`src/common/sdc_pkg.sv`:
```
// package of constants and types for service deletion and channel change
package sdc_pkg;
  localparam int FLOW_ID_WIDTH = 16;
  localparam int TXN_ID_WIDTH  = 16;
  localparam int FLOW_COUNT    = 8;
  localparam int FLOW_IDX_W    = 3;
  localparam int CLK_MHZ       = 250;
  // channel-change departure limit, in milliseconds
  localparam int T13_MS        = 1000;
  localparam int T13_CYCLES    = T13_MS * CLK_MHZ * 1000;
  // departure is started this many cycles before the limit
  localparam logic [31:0] DEPART_MARGIN = 32'h00000010;
  localparam logic [31:0] COUNT_RESET   = 32'h00000000;
  localparam logic [FLOW_IDX_W-1:0] FLOW_IDX_RESET = 3'h0;
  localparam logic [FLOW_ID_WIDTH-1:0] FLOW_ID_NONE = 16'h0000;
  localparam logic [TXN_ID_WIDTH-1:0] TXN_RESET = 16'h0000;
  localparam logic [TXN_ID_WIDTH-1:0] TXN_STEP = 16'h0001;

  // initialization technique carried by the channel-change command
  typedef enum logic [2:0] {
    INIT_REINIT_MAC,
    INIT_BROADCAST_RANGE,
    INIT_UNICAST_RANGE,
    INIT_RANGE_OR_DIRECT,
    INIT_DIRECT
  } sdc_init_type;

  // kind of message to send
  typedef enum logic [2:0] {
    MSG_NONE,
    MSG_DEL_REQ,
    MSG_DEL_RSP,
    MSG_DEP_RSP,
    MSG_ARR_RSP
  } sdc_msg_type;
endpackage

```
`src/common/sdc_flow_if.sv`:
```
// interface between the control logic and the flow table
`timescale 1ns/100ps
interface sdc_flow_if;
  import sdc_pkg::*;
  logic                     removeValid;
  logic [FLOW_ID_WIDTH-1:0] removeUpId;
  logic [FLOW_ID_WIDTH-1:0] removeDnId;
  logic                     removeDone;
  logic                     removedPrimary;
  logic                     removedProvisioned;
  logic                     clearAll;
  modport ctrl (output removeValid, output removeUpId, output removeDnId,
    output clearAll, input removeDone, input removedPrimary,
    input removedProvisioned);
  // named tbl because the plain word is reserved in the language
  modport tbl (input removeValid, input removeUpId, input removeDnId,
    input clearAll, output removeDone, output removedPrimary,
    output removedProvisioned);
endinterface

```
`src/core/sdc_flow_table.sv`:
```
// table of active service flows with their classifier, primary and provisioned state
`timescale 1ns/100ps
module sdc_flow_table
  import sdc_pkg::*;
(
  input  wire logic                     clk,
  input  wire logic                     reset,
  input  wire logic                     addValid,
  input  wire logic [FLOW_ID_WIDTH-1:0] addId,
  input  wire logic                     addPrimary,
  input  wire logic                     addProvisioned,
  output logic [FLOW_COUNT-1:0]         flowActive,
  output logic [FLOW_COUNT-1:0]         provKept,
  sdc_flow_if.tbl                       flow
);
  logic [FLOW_ID_WIDTH-1:0] id_reg [FLOW_COUNT];
  logic [FLOW_COUNT-1:0]    valid_reg;
  logic [FLOW_COUNT-1:0]    prim_reg;
  logic [FLOW_COUNT-1:0]    prov_reg;
  logic [FLOW_COUNT-1:0]    classif_reg;
  logic [FLOW_COUNT-1:0]    hit;
  logic [FLOW_COUNT-1:0]    freeSlot;
  logic [FLOW_COUNT-1:0]    firstFree;
  logic                     done_reg;
  logic                     prim_hit_reg;
  logic                     prov_hit_reg;

  // match removal ids; id zero means no flow named
  genvar g;
  generate
    for (g = 0; g < FLOW_COUNT; g++) begin : gSlot
      assign hit[g] = valid_reg[g] && flow.removeValid &&
        ((flow.removeUpId != FLOW_ID_NONE && id_reg[g] == flow.removeUpId) ||
         (flow.removeDnId != FLOW_ID_NONE && id_reg[g] == flow.removeDnId));
      assign freeSlot[g] = !valid_reg[g];
    end
  endgenerate
  assign firstFree = freeSlot & (~freeSlot + 8'h01);

  // removal frees the slot and its classifier and primary state
  always_ff @(posedge clk) begin
    if (reset || flow.clearAll) begin
      valid_reg   <= 8'h00;
      classif_reg <= 8'h00;
      prim_reg    <= 8'h00;
    end else begin
      valid_reg   <= (valid_reg & ~hit) |
                     (addValid ? firstFree : 8'h00);
      classif_reg <= (classif_reg & ~hit) |
                     (addValid ? firstFree : 8'h00);
      prim_reg    <= (prim_reg & ~hit) |
                     (addValid && addPrimary ? firstFree : 8'h00);
    end
  end

  // provisioning record is lost on delete until next registration
  always_ff @(posedge clk) begin
    if (reset || flow.clearAll) begin
      prov_reg <= 8'h00;
    end else begin
      prov_reg <= (prov_reg & ~hit) |
                  (addValid && addProvisioned ? firstFree : 8'h00);
    end
  end

  // flow identifiers
  always_ff @(posedge clk) begin
    for (int i = 0; i < FLOW_COUNT; i++) begin
      if (addValid && firstFree[i]) begin
        id_reg[i] <= addId;
      end
    end
  end

  // one-cycle answer to each removal
  always_ff @(posedge clk) begin
    if (reset) begin
      done_reg     <= 1'b0;
      prim_hit_reg <= 1'b0;
      prov_hit_reg <= 1'b0;
    end else begin
      done_reg     <= flow.removeValid;
      prim_hit_reg <= |(hit & prim_reg);
      prov_hit_reg <= |(hit & prov_reg);
    end
  end

  assign flow.removeDone         = done_reg;
  assign flow.removedPrimary     = prim_hit_reg;
  assign flow.removedProvisioned = prov_hit_reg;
  assign flowActive              = valid_reg;
  assign provKept                = prov_reg;

  removed_cleared_a: assert property (@(posedge clk) disable iff (reset)
    (flow.removeValid && !flow.clearAll && |hit) |=> ((valid_reg | classif_reg)
      & $past(hit)) == 8'h00) else $error("removed flow left state");
  prov_lost_a: assert property (@(posedge clk) disable iff (reset)
    (|(hit & prov_reg) && !addValid) |=> !(|(prov_reg & $past(hit))))
    else $error("provisioning kept after delete");
endmodule

```
`src/core/sdc_mac_mgmt.sv`:
```
// modem-side service deletion and channel change control
`timescale 1ns/100ps
module sdc_mac_mgmt
  import sdc_pkg::*;
#(
  parameter int T13_LIMIT = T13_CYCLES
)
(
  input  wire logic                     clk,
  input  wire logic                     reset,
  input  wire logic                     registered,
  input  wire logic                     addValid,
  input  wire logic [FLOW_ID_WIDTH-1:0] addId,
  input  wire logic                     addPrimary,
  input  wire logic                     addProvisioned,
  input  wire logic                     localDelValid,
  input  wire logic [FLOW_ID_WIDTH-1:0] localDelUpId,
  input  wire logic [FLOW_ID_WIDTH-1:0] localDelDnId,
  output logic                          localDelReady,
  input  wire logic                     rxDelReq,
  input  wire logic                     rxDelRsp,
  input  wire logic [TXN_ID_WIDTH-1:0]  rxTxnId,
  input  wire logic [FLOW_ID_WIDTH-1:0] rxUpId,
  input  wire logic [FLOW_ID_WIDTH-1:0] rxDnId,
  input  wire logic                     rxChgReq,
  input  wire logic                     rxChgUp,
  input  wire logic                     rxChgDn,
  input  wire logic                     rxInitPresent,
  input  wire sdc_init_type             rxInitTech,
  input  wire logic                     txReady,
  output sdc_msg_type                   txMsg,
  output logic [TXN_ID_WIDTH-1:0]       txTxnId,
  output logic [FLOW_ID_WIDTH-1:0]      txUpId,
  output logic [FLOW_ID_WIDTH-1:0]      txDnId,
  output logic                          jumpReq,
  output logic                          jumpUp,
  output logic                          jumpDn,
  input  wire logic                     syncDone,
  output logic                          reinitMac,
  output logic                          rangeOnly,
  output logic                          reregister,
  output logic                          useOldGrants,
  output logic                          useNewGrants,
  output logic                          flushBwRequests,
  output logic [FLOW_COUNT-1:0]         flowActive,
  output logic [FLOW_COUNT-1:0]         provKept
);
  typedef enum logic [2:0] {
    ST_IDLE, ST_DEL_WAIT, ST_DEL_RSP, ST_DEPART, ST_JUMP, ST_ARRIVE
  } sdc_state_type;

  sdc_flow_if flow ();

  sdc_state_type            state_reg;
  logic [TXN_ID_WIDTH-1:0]  txn_reg;
  logic [TXN_ID_WIDTH-1:0]  rxTxn_reg;
  logic [FLOW_ID_WIDTH-1:0] up_reg;
  logic [FLOW_ID_WIDTH-1:0] dn_reg;
  logic                     chgUp_reg;
  logic                     chgDn_reg;
  sdc_init_type             tech_reg;
  logic [31:0]              t13_reg;
  logic                     reinit_reg;
  logic                     range_reg;
  logic                     rereg_reg;
  logic                     flush_reg;
  logic                     txSend;
  logic                     flow_remote_reg;

  sdc_flow_table uTable (
    .clk            (clk),
    .reset          (reset),
    .addValid       (addValid),
    .addId          (addId),
    .addPrimary     (addPrimary),
    .addProvisioned (addProvisioned),
    .flowActive     (flowActive),
    .provKept       (provKept),
    .flow           (flow)
  );

  // removal strobe for both local and headend deletions
  assign flow.removeValid = (state_reg == ST_IDLE && localDelValid &&
                             registered) ||
                            (state_reg == ST_IDLE && rxDelReq);
  assign flow.removeUpId = rxDelReq ? rxUpId : localDelUpId;
  assign flow.removeDnId = rxDelReq ? rxDnId : localDelDnId;
  assign flow.clearAll   = reinit_reg; // deregistration drops every flow
  // headend requests win over local ones in the same cycle
  assign localDelReady   = state_reg == ST_IDLE && registered && !rxDelReq;
  assign txSend = txMsg != MSG_NONE && txReady;

  // transaction sequencing
  always_ff @(posedge clk) begin
    if (reset) begin
      state_reg <= ST_IDLE;
    end else begin
      case (state_reg)
        ST_IDLE: begin
          if (rxDelReq) begin
            state_reg <= ST_DEL_RSP;
          end else if (localDelValid && registered) begin
            state_reg <= ST_DEL_WAIT;
          end else if (rxChgReq && registered && (rxChgUp || rxChgDn)) begin
            state_reg <= ST_DEPART;
          end
        end
        ST_DEL_WAIT: if (txSend) state_reg <= ST_DEL_RSP;
        ST_DEL_RSP: begin
          if (txMsg == MSG_DEL_RSP ? txSend : rxDelRsp) begin
            state_reg <= ST_IDLE;
          end
        end
        ST_DEPART: begin
          // leave once depart is sent, at the latest near T13
          if (txSend || t13_reg >= T13_LIMIT - DEPART_MARGIN) begin
            state_reg <= ST_JUMP;
          end
        end
        ST_JUMP: begin
          if (syncDone) begin
            state_reg <= reinit_next() ? ST_IDLE : ST_ARRIVE;
          end
        end
        ST_ARRIVE: if (txSend) state_reg <= ST_IDLE;
        default: state_reg <= ST_IDLE;
      endcase
    end
  end

  function automatic logic reinit_next();
    reinit_next = tech_reg == INIT_REINIT_MAC;
  endfunction

  // latch command contents; a repeated change request restarts T13
  always_ff @(posedge clk) begin
    if (reset) begin
      t13_reg   <= COUNT_RESET;
      chgUp_reg <= 1'b0;
      chgDn_reg <= 1'b0;
      tech_reg  <= INIT_REINIT_MAC;
      rxTxn_reg <= TXN_RESET;
      up_reg    <= FLOW_ID_NONE;
      dn_reg    <= FLOW_ID_NONE;
    end else begin
      if (rxChgReq && (state_reg == ST_IDLE || state_reg == ST_DEPART)) begin
        t13_reg   <= COUNT_RESET;
        chgUp_reg <= rxChgUp;
        chgDn_reg <= rxChgDn;
        tech_reg  <= rxInitPresent ? rxInitTech : INIT_REINIT_MAC;
        rxTxn_reg <= rxTxnId;
      end else if (t13_reg < 32'(T13_LIMIT)) begin
        t13_reg <= t13_reg + 32'h00000001;
      end
      if (state_reg == ST_IDLE && rxDelReq) begin
        rxTxn_reg <= rxTxnId;
        up_reg    <= rxUpId;
        dn_reg    <= rxDnId;
      end else if (state_reg == ST_IDLE && localDelValid && registered) begin
        up_reg <= localDelUpId;
        dn_reg <= localDelDnId;
      end
    end
  end

  // local transaction numbering
  always_ff @(posedge clk) begin
    if (reset) begin
      txn_reg <= TXN_RESET;
    end else if (state_reg == ST_DEL_WAIT && txSend) begin
      txn_reg <= txn_reg + TXN_STEP;
    end
  end

  // outgoing message selection
  always_comb begin
    txMsg   = MSG_NONE;
    txTxnId = rxTxn_reg;
    txUpId  = up_reg;
    txDnId  = dn_reg;
    case (state_reg)
      ST_DEL_WAIT: begin
        txMsg   = MSG_DEL_REQ;
        txTxnId = txn_reg;
      end
      ST_DEL_RSP: begin
        // a headend transaction answers; a local one only waits
        if (flow_remote_reg) txMsg = MSG_DEL_RSP;
      end
      ST_DEPART: txMsg = MSG_DEP_RSP;
      ST_ARRIVE: txMsg = MSG_ARR_RSP;
      default: txMsg = MSG_NONE;
    endcase
  end

  // remembers whether the deletion in progress came from the headend
  always_ff @(posedge clk) begin
    if (reset) begin
      flow_remote_reg <= 1'b0;
    end else if (state_reg == ST_IDLE) begin
      flow_remote_reg <= rxDelReq;
    end
  end

  // technique outcome and deregistration effects
  always_ff @(posedge clk) begin
    if (reset) begin
      reinit_reg <= 1'b0;
      range_reg  <= 1'b0;
      rereg_reg  <= 1'b0;
      flush_reg  <= 1'b0;
    end else begin
      reinit_reg <= state_reg == ST_JUMP && syncDone &&
                    tech_reg == INIT_REINIT_MAC;
      range_reg  <= state_reg == ST_JUMP && syncDone &&
                    tech_reg != INIT_REINIT_MAC &&
                    tech_reg != INIT_DIRECT;
      // only primary loss re-registers, provisioned loss does not
      rereg_reg  <= flow.removeDone && flow.removedPrimary;
      flush_reg  <= state_reg == ST_JUMP && syncDone;
    end
  end

  assign reinitMac       = reinit_reg;
  assign rangeOnly       = range_reg;
  assign reregister      = rereg_reg;
  assign flushBwRequests = flush_reg;
  assign jumpReq         = state_reg == ST_JUMP;
  assign jumpUp          = chgUp_reg;
  assign jumpDn          = chgDn_reg;
  // old grants stay usable up to the jump, new ones only while in the arrive state
  assign useOldGrants    = state_reg != ST_JUMP &&
                           state_reg != ST_ARRIVE;
  assign useNewGrants    = state_reg == ST_ARRIVE;

  depart_in_time_a: assert property (@(posedge clk) disable iff (reset)
    state_reg == ST_DEPART |-> t13_reg < 32'(T13_LIMIT))
    else $error("departure not before T13");
  no_arrive_reinit_a: assert property (@(posedge clk) disable iff (reset)
    reinitMac |-> txMsg != MSG_ARR_RSP)
    else $error("arrive sent after reinit");
  reinit_default_a: assert property (@(posedge clk) disable iff (reset)
    (rxChgReq && state_reg == ST_IDLE && registered && !rxDelReq &&
     !localDelValid && !rxInitPresent && (rxChgUp || rxChgDn)) |=>
    tech_reg == INIT_REINIT_MAC)
    else $error("absent technique not reinit");
  primary_rereg_a: assert property (@(posedge clk) disable iff (reset)
    (flow.removeDone && flow.removedPrimary) |=> reregister)
    else $error("primary loss without reregister");
  prov_no_rereg_a: assert property (@(posedge clk) disable iff (reset)
    (flow.removeDone && !flow.removedPrimary) |=> !reregister)
    else $error("reregister without primary loss");
  flush_on_sync_a: assert property (@(posedge clk) disable iff (reset)
    (state_reg == ST_JUMP && syncDone) |=> flushBwRequests)
    else $error("bandwidth requests not voided");
  timer_restart_a: assert property (@(posedge clk) disable iff (reset)
    (rxChgReq && state_reg == ST_DEPART) |=> t13_reg == COUNT_RESET)
    else $error("T13 not restarted");
  del_rsp_sent_a: assert property (@(posedge clk) disable iff (reset)
    (state_reg == ST_IDLE && rxDelReq) |=> txMsg == MSG_DEL_RSP)
    else $error("no delete response");
  both_dirs_a: assert property (@(posedge clk) disable iff (reset)
    (state_reg == ST_IDLE && rxChgReq && registered && !rxDelReq &&
     !localDelValid && rxChgUp && rxChgDn) |=> (jumpUp && jumpDn))
    else $error("both-channel change lost");
endmodule

```
`config.mk`:
```
export PLATFORM = sky130hd
export DESIGN_NAME = sdc_mac_mgmt
export DESIGN_NICKNAME = d
export VERILOG_FILES = /design/src/common/sdc_pkg.sv /design/src/common/sdc_flow_if.sv /design/src/core/sdc_flow_table.sv /design/src/core/sdc_mac_mgmt.sv
export SDC_FILE = /design/constraint.sdc
export NUM_CORES = 1
export LEC_CHECK = 0
export BUFFER_PORTS_ARGS = -buffer_cell sky130_fd_sc_hd__buf_2
export CAP_MARGIN = 20
export CORE_ASPECT_RATIO = 0.6
export CORE_UTILIZATION = 25
export CTS_CLUSTER_DIAMETER = 100
export DETAILED_ROUTE_END_ITERATION = 8
export GPL_TIMING_DRIVEN = 0
export PLACE_DENSITY = 0.55
export SLEW_MARGIN = 15
export SYNTH_ARGS = -nofsm -noshare
export SYNTH_HDL_FRONTEND = slang
export SYNTH_SLANG_ARGS = --single-unit
export TNS_END_PERCENT = 50
```
`constraint.sdc`:
```
create_clock -name clk -period 2.8 [get_ports clk]
set_clock_uncertainty 0.2 [all_clocks]
set_input_delay 0.28 -clock clk [delete_from_list [all_inputs] [get_ports clk]]
set_output_delay 0.28 -clock clk [all_outputs]
set_load 0.05 [all_outputs]
```
; ---- Word-level counts from Yosys, hierarchy flattened
; Memory sizes are Yosys's and may differ from the RTL's.
; Cells that the tools add are included.
[classes]
n_addsub = 3
order_cmp = 2
eq_ne = 31
muxes = 63
n_bitwise = 10
n_reduce_logical = 99
[ops]
columns = op, count
row1 = == test 16 bit, 16
row2 = 2-to-1 mux 16 bit, 16
row3 = OR reduction 16 bit, 7
row4 = logical AND 1 bit, 59
row5 = 2-to-1 mux 3 bit, 17
row6 = AND 8 bit, 5
row7 = adder 32 x 1 -> 32 bit (second input constant), 1
row8 = >= comparator 32 x 28 -> 1 bit (second input constant), 1
row9 = < comparator 32 x 28 -> 1 bit (second input constant), 1
row10 = nonzero test 16 bit, 2
row11 = 2-to-1 mux 1 bit, 24
row12 = 2-to-1 mux 8 bit, 3
row13 = OR 8 bit, 3
row14 = one-hot mux 3 bit (6 select lines), 1
row15 = adder 16 x 1 -> 16 bit (second input constant), 1
row16 = NOT 8 bit, 2
row17 = logical OR 1 bit, 13
row18 = one-hot mux 3 bit (4 select lines), 1
row19 = == test 3 x 2 -> 1 bit (second input constant), 3
row20 = zero test 1 bit, 9
row21 = != test 3 bit (second input constant), 3
row22 = adder 8 x 1 -> 8 bit (second input constant), 1
row23 = OR reduction 8 bit, 1
row24 = == test 3 bit (second input constant), 2
row25 = 10 further kinds, 16
[word_totals]
register_bits = 135
ramBits = 128
inputBits = 114
out_inout_bits = 77
memories = 1
[mem_list]
columns = name, words, word_bits, read_ports, rd_ports_with_merged_regs, wr, line_no
row1 = uTable.id_reg, 8, 16, 8, 0, 1, sdc_flow_table.sv:16  ; logic [FLOW_ID_WIDTH-1:0] id_reg [FLOW_COUNT];

; ---- Longest topological paths before layout
; Gate-level depths: netlist of run 1.
[logic_depth]
word_depth = 15
mapped_depth = 10

; ---- Cells and area by module
; From an unflattened synthesis of run 1, not the netlist that was laid out.
[unflattened]
cells_unflattened = 1312
area_unflattened_um2 = 13568.0
[by_module_without_submodules]
columns = module, n_inst, cells_per_inst, area_per_inst_um2, seq_area_each_um2
row1 = sdc_flow_table, 1, 711, 8381.8, 4384.2
row2 = sdc_mac_mgmt, 1, 601, 5186.2, 2182.1

; ---- Least setup slack after synthesis of run 1
; Ideal clock, no wire load.
[synth_timing]
path_kind = reg-to-reg
startpoint = register uTable.valid_reg[0], in the netlist uTable.flowActive[0]
endpoint = memory uTable.id_reg[6][0], in the netlist uTable.id_reg[1][32], enable pin
arrival_ns = 2.597
required_ns = 2.188
path_slack_ns = -0.409
path_stages_with_launch = 6
path_buffers = 1
period_less_slack_ns = 3.209
cell_sequence = dfxtp_1 > clkbuf_1 > nand4_1 > nor2_1 > nand2_1 > nor3_1
[synth_via]
elab_chain_cells = 15
[synth_lines]
columns = element, line_no
row1 = from (decl), sdc_flow_table.sv:17  ; logic [FLOW_COUNT-1:0] valid_reg;
row2 = from (signal assigned), sdc_flow_table.sv:47  ; valid_reg <= (valid_reg & ~hit) |
row3 = zero test 1 bit (*), sdc_flow_table.sv:35  ; assign freeSlot[g] = !valid_reg[g];
row4 = NOT 8 bit, sdc_flow_table.sv:38  ; assign firstFree = freeSlot & (~freeSlot + 8'h01);
row5 = adder 8 x 1 -> 8 bit, sdc_flow_table.sv:38
row6 = AND 8 bit (*), sdc_flow_table.sv:38
row7 = logical AND 1 bit, sdc_flow_table.sv:69  ; if (addValid && firstFree[i]) begin
row8 = 2-to-1 mux 1 bit, sdc_flow_table.sv:69
row9 = 2-to-1 mux 1 bit (implied by the code), sdc_flow_table.sv:70  ; id_reg[i] <= addId;
row10 = OR reduction 16 bit (no source line), n/a
row11 = 2-to-1 mux 3 bit (no source line) / 2-to-1 mux 1 bit (equally long branches) (7 in series), n/a
row12 = to (decl), sdc_flow_table.sv:16
; Every way passes the cells marked *; elsewhere a longest branch is shown, timed or not.

; ---- Final worst setup path of run 1
[layout_timing]
startpoint = input rxUpId[5]
endpoint = register uTable.prim_hit_reg, in the netlist uTable.flow.removedPrimary
[layout_via]
elab_chain_cells = 7
[layout_lines]
columns = element, line_no
row1 = from (decl), sdc_mac_mgmt.sv:23  ; input wire logic [FLOW_ID_WIDTH-1:0] rxUpId,
row2 = 2-to-1 mux 16 bit (*), sdc_mac_mgmt.sv:86  ; assign flow.removeUpId = rxDelReq ? rxUpId : localDelUpId;
row3 = == test 16 bit / nonzero test 16 bit (equally long branches), sdc_flow_table.sv:33  ; ((flow.removeUpId != FLOW_ID_NONE && id_reg[g] == flow.removeUpId) ||
row4 = logical AND 1 bit, sdc_flow_table.sv:33
row5 = logical OR 1 bit, sdc_flow_table.sv:33
row6 = logical AND 1 bit, sdc_flow_table.sv:32  ; assign hit[g] = valid_reg[g] && flow.removeValid &&
row7 = AND 8 bit (*), sdc_flow_table.sv:83  ; prim_hit_reg <= |(hit & prim_reg);
row8 = OR reduction 8 bit (*), sdc_flow_table.sv:83
row9 = to (signal assigned), sdc_flow_table.sv:83
row10 = to (decl), sdc_flow_table.sv:25  ; logic prim_hit_reg;
; Marks and branches as above.
; A chain may end at the register's enable or synchronous reset.

==> metrics.md, run 1 <==
| Metric | Value |
|---|---|
| Die ar. | about 0.054 mm2 |
| WL per Instance | 22.21 um |
| Longest Clk Path Bufs | 3 |
| Slew margin rel. | about two fifths |
| Detailed placement HPWL | 36.00 mm |
| Post-Route WL | roughly 50 mm |
| Drt via density | 4.957 |
| Hold Path Class | in -> reg |
| Area of the core | ~0.053 mm2 |
| Initial antenna violation count | 3 |
| Switching power | 4.400 mW |
| Largest family of logic cells by synthesized area | XOR/XNOR gates |
| Setup crit start kind | input port |
| Largest net degree at the start of global routing | 18 |
| Worst r2r dst | t13_reg[18]$_SDFFE_PP0N_ |
| Number of routed nets with antenna violations | 0 |
| Synth Area in Adders | less than 1% |
| Worst Tran Pin Value | 0.8935 ns |
| Critical Path Start | rxUpId[5] |
| Register area share after synthesis | 49.26% |
| GRT Total Usage | 17.85% |
| Most used routing layer | met1 |
| Initial drt markers | ~1,300 |
| WS Path Type | in -> reg |
| Initial core utilization | 25.30% |
| Total Power | roughly 12 mW |
| Fin cells | 2,256 |
| Number of global-route vias before repair | 10,553 |
| Port buffer count | 188 |
| Clock Latency Late Sink | 0.55 ns |
| Crit Path Max Fanout | 4 |
| Clock network fraction of total power | a little under a third |
| Synth area leaders | edfxtp_1 29%, dfxtp_1 20%, xnor2_1 18% |
| Max cap viols | 0 |
| Internal | 7.661 mW |
| Die Width | about 300 um |
| Reg2Reg Launch Point | t13_reg[18]$_SDFFE_PP0N_ |
| CP Data Arrival Time | approximately 2.9 ns |
| Mux share of post-synthesis cell area | 5.743% |
| Ports | 191 |
| LEAKAGE | 5.800 nW |
| Sequential share of power | 37.6% |
| Hold Violations, Final | 0 |
| First-pass GRT wire length | 71.15 mm |
| Hold wc startpoint | localDelValid |
| Cts bufs inserted | 26 |
| Synth Area in XOR/XNOR | 19.05% |
| Via count | 11,183 |
| Count leader, synth | xnor2_1 |
| Worst r2r path cells | 8 |
| Register-to-Register Setup Slack | 0.10 ns |
| Net Sw Frac | between 30% and 40% |
| Number of placed instances, taps included | 2,128 |
| Syn avg cell area | 10.81 um2 |
| Drt pass-1 iters | 6 |
| Sequential standard cell area | about 0.0065 mm2 |
| Post-route setup slack | 0.02206 ns |
| Most frequent cells after synthesis | 280 x xnor2_1, 135 x dfxtp_1, 128 x edfxtp_1 |
| Synthesized instance count | 1,230 |
| Final nets | 1,650 |
| Top cell type's share of synthesized area | 28.92% |
| GR Util met2 | 25.56% |
| Setup crit end | uTable.flow.removedPrimary$_SDFF_PP0_ |
| Kind of end point of the critical path | flip-flop |
| Comb pwr share | a little under a third |
| Root buf cell | clkbuf_16 |
| Crit share post-route | 99.21% |
| Filler instances | around 5,300 |
| Flops & latches, synth | between 200 and 300 |
| Synth warnings | 0 |
| Clock-pin slew on the worst setup and hold paths | 0.07 ns |
| Pins over their slew limit | 0 |
| Place WS | -1.400 ns |
| Die height | 180.6 um |
| CTS tree | done |
| Asr flop ratio synth | 0% |
| Footprint of the multi-input gates | between 0.006 and 0.007 mm2 |
| CTS HTree Levels | 1 |
| Minimum period implied by the final worst setup slack | 2.778 ns |
| Power Density | 695.3 mW/mm2 |
| Area grow syn2layout | 30.51% |
| Final setup viols | 0 |
| Number of antenna diodes | 0 |
| Clock Sinks | 263 |
| Status | complete, no violations |
| Post-synth EDFFs | 128 |
| Row count | 65 |
| Compound-cell area share of the yosys netlist | 8.275% |
| Top_reg_cell synth | dfxtp_1 |
| Maximum VDD drop | 0.4493 mV |
| Synth Area in Simple Gates | between 15 and 20% |
| Synth area leader | edfxtp_1 |
| Synth cell types | around 60 |
| Mapped Nets | between 1,000 and 1,500 |
| Mapped Area | 0.01329 mm2 |
| Max FFs per register | 128 |
| Global Route met1 Usage | between 20% and 30% |
| Grt met3 use | 3.990% |
| Fmax | 0.3600 GHz |
| GRT overflow | 0 |
| Placer congestion estimate | 0.8737 |
| DRC | 0 |
| Fraction of layout cells with a size suffix above 1 | 24.47% |
| Worst endpoint required time | between 2 and 3 ns |
==> cell usage in the layout, fill, tap and decap left out, drive strengths merged, types with 6 or more instances in the layout <==
cell         netlist  layout
a211oi            30      30
a21boi            12      12
a21oi             43      43
a31oi             11      11
and2               8       8
and3              10      10
buf                9     241
clkbuf            34      62
clkinvlp           0       6
dfxtp            135     135
dlygate4sd3        0      48
edfxtp           128     128
inv               22      23
mux2              16      16
mux2i             34      34
nand2             87      87
nand3             18      18
nand4             23      23
nor2             104     104
nor3              32      32
nor4              86      86
o21a              26      26
o21ai             12      12
o32ai              7       7
or3               10      10
or4                6       6
xnor2            280     280
xor2               9       9
==> metrics by stage <==
step	TNS [ns]	area, um2	utilization, %	hold slack (ns)
floorplan	-2.948	13300	-	0.1789
global placement	-75.46	15120	28.78	0.2369
detailed placement	-46.59	15330	29.19	0.2411
CTS	-0.08845	17000	32.36	0.04470
global route	-0.003598	17350	33.02	0.09106
finish	0	17350	33.02	0.06511
==> final cells by class <==
type,instances,share of cell area [%]
plain buffers,39,1.291
repair buffers,279,11.07
multi-input cells,902,39.08
well taps,703,5.071
clock inverters,15,0.9594
flip-flops and latches,263,37.74
inverters,22,0.4761
clock buffers,33,4.321
==> power by group through the flow <==
stage	sequential, mW	combinational (mW)	clock (mW)
after global placement	4.60	3.45	0
final	4.53	3.74	3.79
after global routing	4.57	3.97	3.98
after CTS	4.53	3.66	3.84
after floorplan	5.17	1.79	0
after detailed placement	4.61	3.51	0
==> worst min-delay path by stage <==
stage	endpoint	cells after the start
after floorplan	uTable.id_reg[0][0]$_DFFE_PP_	0
after global placement	rxTxn_reg[3]$_SDFFE_PP0P_	2
after detailed placement	rxTxn_reg[3]$_SDFFE_PP0P_	2
after CTS	state_reg[1]$_SDFFE_PP0P_	5
after global routing	txDnId[7]$_SDFFE_PP0N_	3
final	state_reg[1]$_SDFFE_PP0P_	5
==> critical path: stages <==
cell and delay [ns]:
buf_2 0.11, or4_1 0.56, nor4_1 0.39, nand4b_1 0.24
a21oi_4 0.21, buf_12 0.14, buf_4 0.14, nor2_1 0.05
a222oi_1 0.54, a41oi_2 0.26
==> what timing repair did <==
| item | CTS | global route |
|---|---|---|
| setup endpoints to repair | 120 | 99 |
| buffers inserted | 16 | 20 |
| resized for setup | 27 | 30 |
| hold buffers | 48 | 0 |
| hold endpoints to repair | 151 | 0 |
| pin swaps | 3 | 4 |
==> cells by family after synthesis <==
group / Yosys count
AOI/OAI and AO/OA: 157
xor gates and xnor gates: 289
adders and majority gates: 3
buffers and inverters: 65
DFF: 263
muxes: 50
and+or+nand+nor: 403
==> per-layer routing <==
| metal | vias to the layer above | wire, um |
|---|---|---|
| met5 | - | 0 |
| met4 | 0 | 755 |
| met3 | 62 | 5706 |
| met2 | 641 | 20720 |
| met1 | 5442 | 22920 |
| li1 | 5038 | - |
Power figures use the tool's default switching activity.
==> run 2: changes to the inputs <==
--- a/config.mk
+++ b/config.mk
@@ -5,6 +5,7 @@
 export SDC_FILE = /design/constraint.sdc
 export NUM_CORES = 1
 export LEC_CHECK = 0
+export ABC_AREA = 1
 export BUFFER_PORTS_ARGS = -buffer_cell sky130_fd_sc_hd__buf_2
 export CAP_MARGIN = 20
 export CORE_ASPECT_RATIO = 0.6
@@ -12,8 +13,7 @@
 export CTS_CLUSTER_DIAMETER = 100
 export DETAILED_ROUTE_END_ITERATION = 8
 export GPL_TIMING_DRIVEN = 0
-export PLACE_DENSITY = 0.55
-export SLEW_MARGIN = 15
+export PLACE_DENSITY = 0.54
 export SYNTH_ARGS = -nofsm -noshare
 export SYNTH_HDL_FRONTEND = slang
 export SYNTH_SLANG_ARGS = --single-unit
==> metrics.md, run 2 <==
| Metric | Value |
|---|---|
| Status | complete, no violations (unchanged) |
| Final setup viols | 0 (unchanged) |
| Worst r2r dst | jumpUp$_SDFFE_PP0P_ (was t13_reg[18]$_SDFFE_PP0N_) |
| Worst r2r path cells | 10 (was 8) |
| Via count | 15,328 (was 11,183) |
| Mapped Nets | 2,328 (was 1,347) |
| Commonest cells after routing, fill and taps aside | 897 x nand2_1, 248 x inv_1, 236 x nor2_1, 188 x buf_2, 134 x dfxtp_1 (was 280 x xnor2_1, 190 x buf_2, 135 x dfxtp_1, 128 x edfxtp_1, 98 x nor2_1) |
| Top_reg_cell synth | dfxtp_1 (unchanged) |
| Top cell type's share of synthesized area | 25.11% (was 28.92%) |
| WS Path Type | reg -> out (was in -> reg) |
| Filler instances | 6,518 (was 5,332) |
| Clock Sinks | 263 (unchanged) |
| First-pass GRT wire length | 92.56 mm (was 71.15 mm) |
| Minimum period implied by the final worst setup slack | 2.691 ns (was 2.778 ns) |
| Fmax | 0.3716 GHz (was 0.3600 GHz) |
| Comb pwr share | 31.1% (was 31.0%) |
| Fin util | 31.85% (was 33.02%) |
| Number of antenna diodes | 0 (unchanged) |
| Hold_ws | 0.05373 ns (was 0.06511 ns) |
| Syn avg cell area | 6.922 um2 (was 10.81 um2) |
| Crit path buf inv count | 5 (was 3) |
| Post-Route WL | 64.03 mm (was 50.10 mm) |
| Placer congestion estimate | 0.9709 (was 0.8737) |
| Slew margin rel. | 31.24% (was 39.16%) |
| Most frequent cells after synthesis | 898 x nand2_1, 249 x inv_1, 241 x nor2_1 (was 280 x xnor2_1, 135 x dfxtp_1, 128 x edfxtp_1) |
| DRC | 0 (unchanged) |
| Die height | 193.7 um (was 180.6 um) |
| Hold Path Class | in -> reg (unchanged) |
| Detailed placement HPWL | 50.06 mm (was 36.00 mm) |
| Switching power | 4.975 mW (was 4.400 mW) |
| Longest Clk Path Bufs | 3 (unchanged) |
| Setup crit end | txTxnId[12] (was uTable.flow.removedPrimary$_SDFF_PP0_) |
| Clock network fraction of total power | 33.1% (was 31.4%) |
| Hold Violations, Final | 0 (unchanged) |
| Internal | 7.954 mW (was 7.661 mW) |
| Crit-path leading delay family | buffers and inverters (was simple AND/OR/NAND/NOR gates) |
| Mapped Area | 0.01530 mm2 (was 0.01329 mm2) |
| Pins over their slew limit | 0 (unchanged) |
| Synth warnings | 0 (unchanged) |
| Die Width | 321.4 um (was 299.7 um) |
| Initial antenna violation count | 1 (was 3) |
| Worst endpoint required time | 2.32 ns (was 2.96 ns) |
| Net Sw Frac | 38.48% (was 36.48%) |
| Max FFs per register | 128 (unchanged) |
| Register area share after synthesis | 42.77% (was 49.26%) |
| Clock-pin slew on the worst setup and hold paths | 0.07 ns (about the same) |
| Critical Path Start | state_reg[2]$_SDFFE_PP0P_ (was rxUpId[5]) |
| GRT overflow | 0 (unchanged) |
| WL per Instance | 19.23 um (was 22.21 um) |
| Drt via density | 4.603 (was 4.957) |
| Largest net degree at the start of global routing | 18 (unchanged) |
| Final nets | 2,609 (was 1,650) |
| Post-DP Area | 0.01733 mm2 (was 0.01533 mm2) |
| Port buffer count | 189 (was 188) |
| CTS tree | done (unchanged) |
| Number of routed nets with antenna violations | 0 (unchanged) |
| Synth area leaders | edfxtp_1 25%, nand2_1 22%, dfxtp_1 18% (was edfxtp_1 29%, dfxtp_1 20%, xnor2_1 18%) |
| Kind of end point of the critical path | output pin (was flip-flop) |
| LEAKAGE | 8.769 nW (was 5.800 nW) |
| Cts bufs inserted | 28 (was 26) |
| Setup_tns | 0 ns (unchanged) |
| Root buf cell | clkbuf_16 (unchanged) |
| Worst Tran Pin Value | 1.030 ns (was 0.8935 ns) |
| Clock Latency Late Sink | 0.61 ns (was 0.55 ns) |
| Leading cell type in the layout, fill and taps excluded | nand2_1 (was xnor2_1) |
| Initial drt markers | 1,864 (was 1,269) |
| Post-synth EDFFs | 128 (unchanged) |
| Drt pass-1 iters | 7 (was 6) |
| Power Density | 678.4 mW/mm2 (was 695.3 mW/mm2) |
| Count leader, synth | nand2_1 (was xnor2_1) |
| Area grow syn2layout | 24.52% (was 30.51%) |
| GRT Total Usage | 20.17% (was 17.85%) |
| Flops & latches, synth | 263 (unchanged) |
| Sequential share of power | 35.8% (was 37.6%) |
| Synth area leader | edfxtp_1 (unchanged) |
| RSZ-0062 raised after global routing | no |
| Crit Path Max Fanout | 10 (was 4) |
| Reg2Reg Launch Point | state_reg[1]$_SDFFE_PP0P_ (was t13_reg[18]$_SDFFE_PP0N_) |
| Fraction of layout cells with a size suffix above 1 | 14.28% (was 24.47%) |
| Initial core utilization | 25.58% (was 25.30%) |
| Final instance area | 0.01906 mm2 (was 0.01735 mm2) |
| Die ar. | 0.06225 mm2 (was 0.05412 mm2) |
| Critical Path, Cell by Cell | inv_4, nand2_1, nor2_2, buf_6, clkinv_4, clkbuf_4, o21ai_1, buf_4 (was buf_2, or4_1, nor4_1, nand4b_1, a21oi_4, buf_12, buf_4, nor2_1, a222oi_1, a41oi_2) |
| WP depth | 8 (was 10) |
| Max incr delay on CP | 0.34 ns (was 0.56 ns) |
| Row count | 69 (was 65) |
| Maximum VDD drop | 0.4543 mV (was 0.4493 mV) |
| CP Data Arrival Time | 2.21 ns (was 2.94 ns) |
| Synthesized instance count | 2,211 (was 1,230) |
| Ports | 191 (unchanged) |
| Slowest CP cell | dfxtp_1 (was or4_1) |
| Max cap viols | 0 (unchanged) |
| Number of global-route vias before repair | 13,763 (was 10,553) |
| Register-to-Register Setup Slack | 0.11 ns (was 0.10 ns) |
| Asr flop ratio synth | 0% (unchanged) |
| CTS HTree Levels | 1 (unchanged) |
| Crit share post-route | 96.11% (was 99.21%) |
| Area of the core | 0.05983 mm2 (was 0.05254 mm2) |
| Setup crit start kind | flip-flop (was input port) |
| Synth cell types | 45 (was 59) |
==> run 2: cell count changes after synthesis, moves of 26 or more <==
cell	previous run	this run
nand2_1	87	898
xnor2_1	280	6
inv_1	22	249
nor2_1	104	241
xor2_1	9	108
nor4_1	86	7
o21ai_0	12	84
a21oi_1	42	106
nand2_2	0	46
nand3_1	18	56
a211oi_1	29	3
o21a_1	26	0
==> run 2: logic make-up (layout without fill, tap and decap cells) <==
group	count (synthesis)	in the layout	synth area share [%]
simple gates	1319	1319	35.10
buf+inv	302	605	8.028
fa+ha+maj	3	3	0.2453
flops	263	263	42.77
xor+xnor	115	115	6.630
compound gates	209	209	7.219
==> run 2: repair_timing <==
action,4_1_cts,5_1_grt
hold buffers,55,0
setup buffers,1,3
pin swaps,1,0
endpoints found under the setup margin,16,42
gates resized for setup,28,11
hold endpoints to repair,174,0
==> run 2: power by group through the flow <==
stage | sequential (mW) | clock, mW | combinational (mW)
global placement | 4.70 | 0 | 3.74
floorplan | 5.38 | 0 | 1.85
detailed placement | 4.70 | 0 | 3.74
global route | 4.68 | 4.47 | 4.28
CTS | 4.63 | 4.32 | 3.93
finish | 4.63 | 4.27 | 4.02
==> run 2: worst register-to-register path: stages (launching register included) <==
cell and delay [ns]:
dfxtp_1 0.35, inv_1 0.09, nand2_1 0.13, nor2_2 0.23, inv_2 0.11, nand2_1 0.08, nand2_1 0.07, o21ai_0 0.14
dlygate4sd3_1 0.57, nor2_1 0.04, dlygate4sd3_1 0.57
==> run 2: routing by layer <==
layer | GRT usage, % | wire length (um) | part of all wire [%]
met2 | 26.95 | 24390 | 38
met3 | 5.316 | 7146 | 11
met5 | 0 | 9 | 0.014
met4 | 3.757 | 1135 | 1.8
met1 | 31.69 | 31340 | 49
==> run 2: how the worst min path moves through the flow <==
stage	slack (ns)	cells after the start	from	to
after floorplan	0.18	0	addId[0]	uTable.id_reg[0][0]$_DFFE_PP_
after global placement	0.22	2	uTable.flow.removedPrimary$_SDFF_PP0_	reregister$_SDFF_PP0_
after detailed placement	0.21	2	uTable.flow.removedPrimary$_SDFF_PP0_	reregister$_SDFF_PP0_
after CTS	0.02	5	rxUpId[12]	txUpId[12]$_SDFFE_PP0N_
after global routing	0.06	5	rxDnId[1]	txDnId[1]$_SDFFE_PP0N_
final	0.05	5	localDelUpId[2]	txUpId[2]$_SDFFE_PP0N_
==> run 2: layout make-up <==
cell class	count	area (um2)	share of cell area, %
Multi-Input combinational cell	1646	7561	39.68
Clock buffer	42	872.1	4.576
Sequential cell	263	6548	34.36
Timing Repair Buffer	251	1629	8.548
Clock inverter	10	165.2	0.8667
Buffer	43	277.8	1.458
Inverter	259	983.4	5.161
Tap cell	816	1021	5.358
==> run 2: through the flow <==
step	std cells	total power, mW	worst slack, ns
6_report	3330	12.93	0.1089
5_1_grt	3330	13.43	0.001351
4_1_cts	3326	12.87	0.02996
3_5_place_dp	3218	8.443	-0.3153
3_3_place_gp	3216	8.441	-1.038
2_1_floorplan	2211	7.236	-0.005414
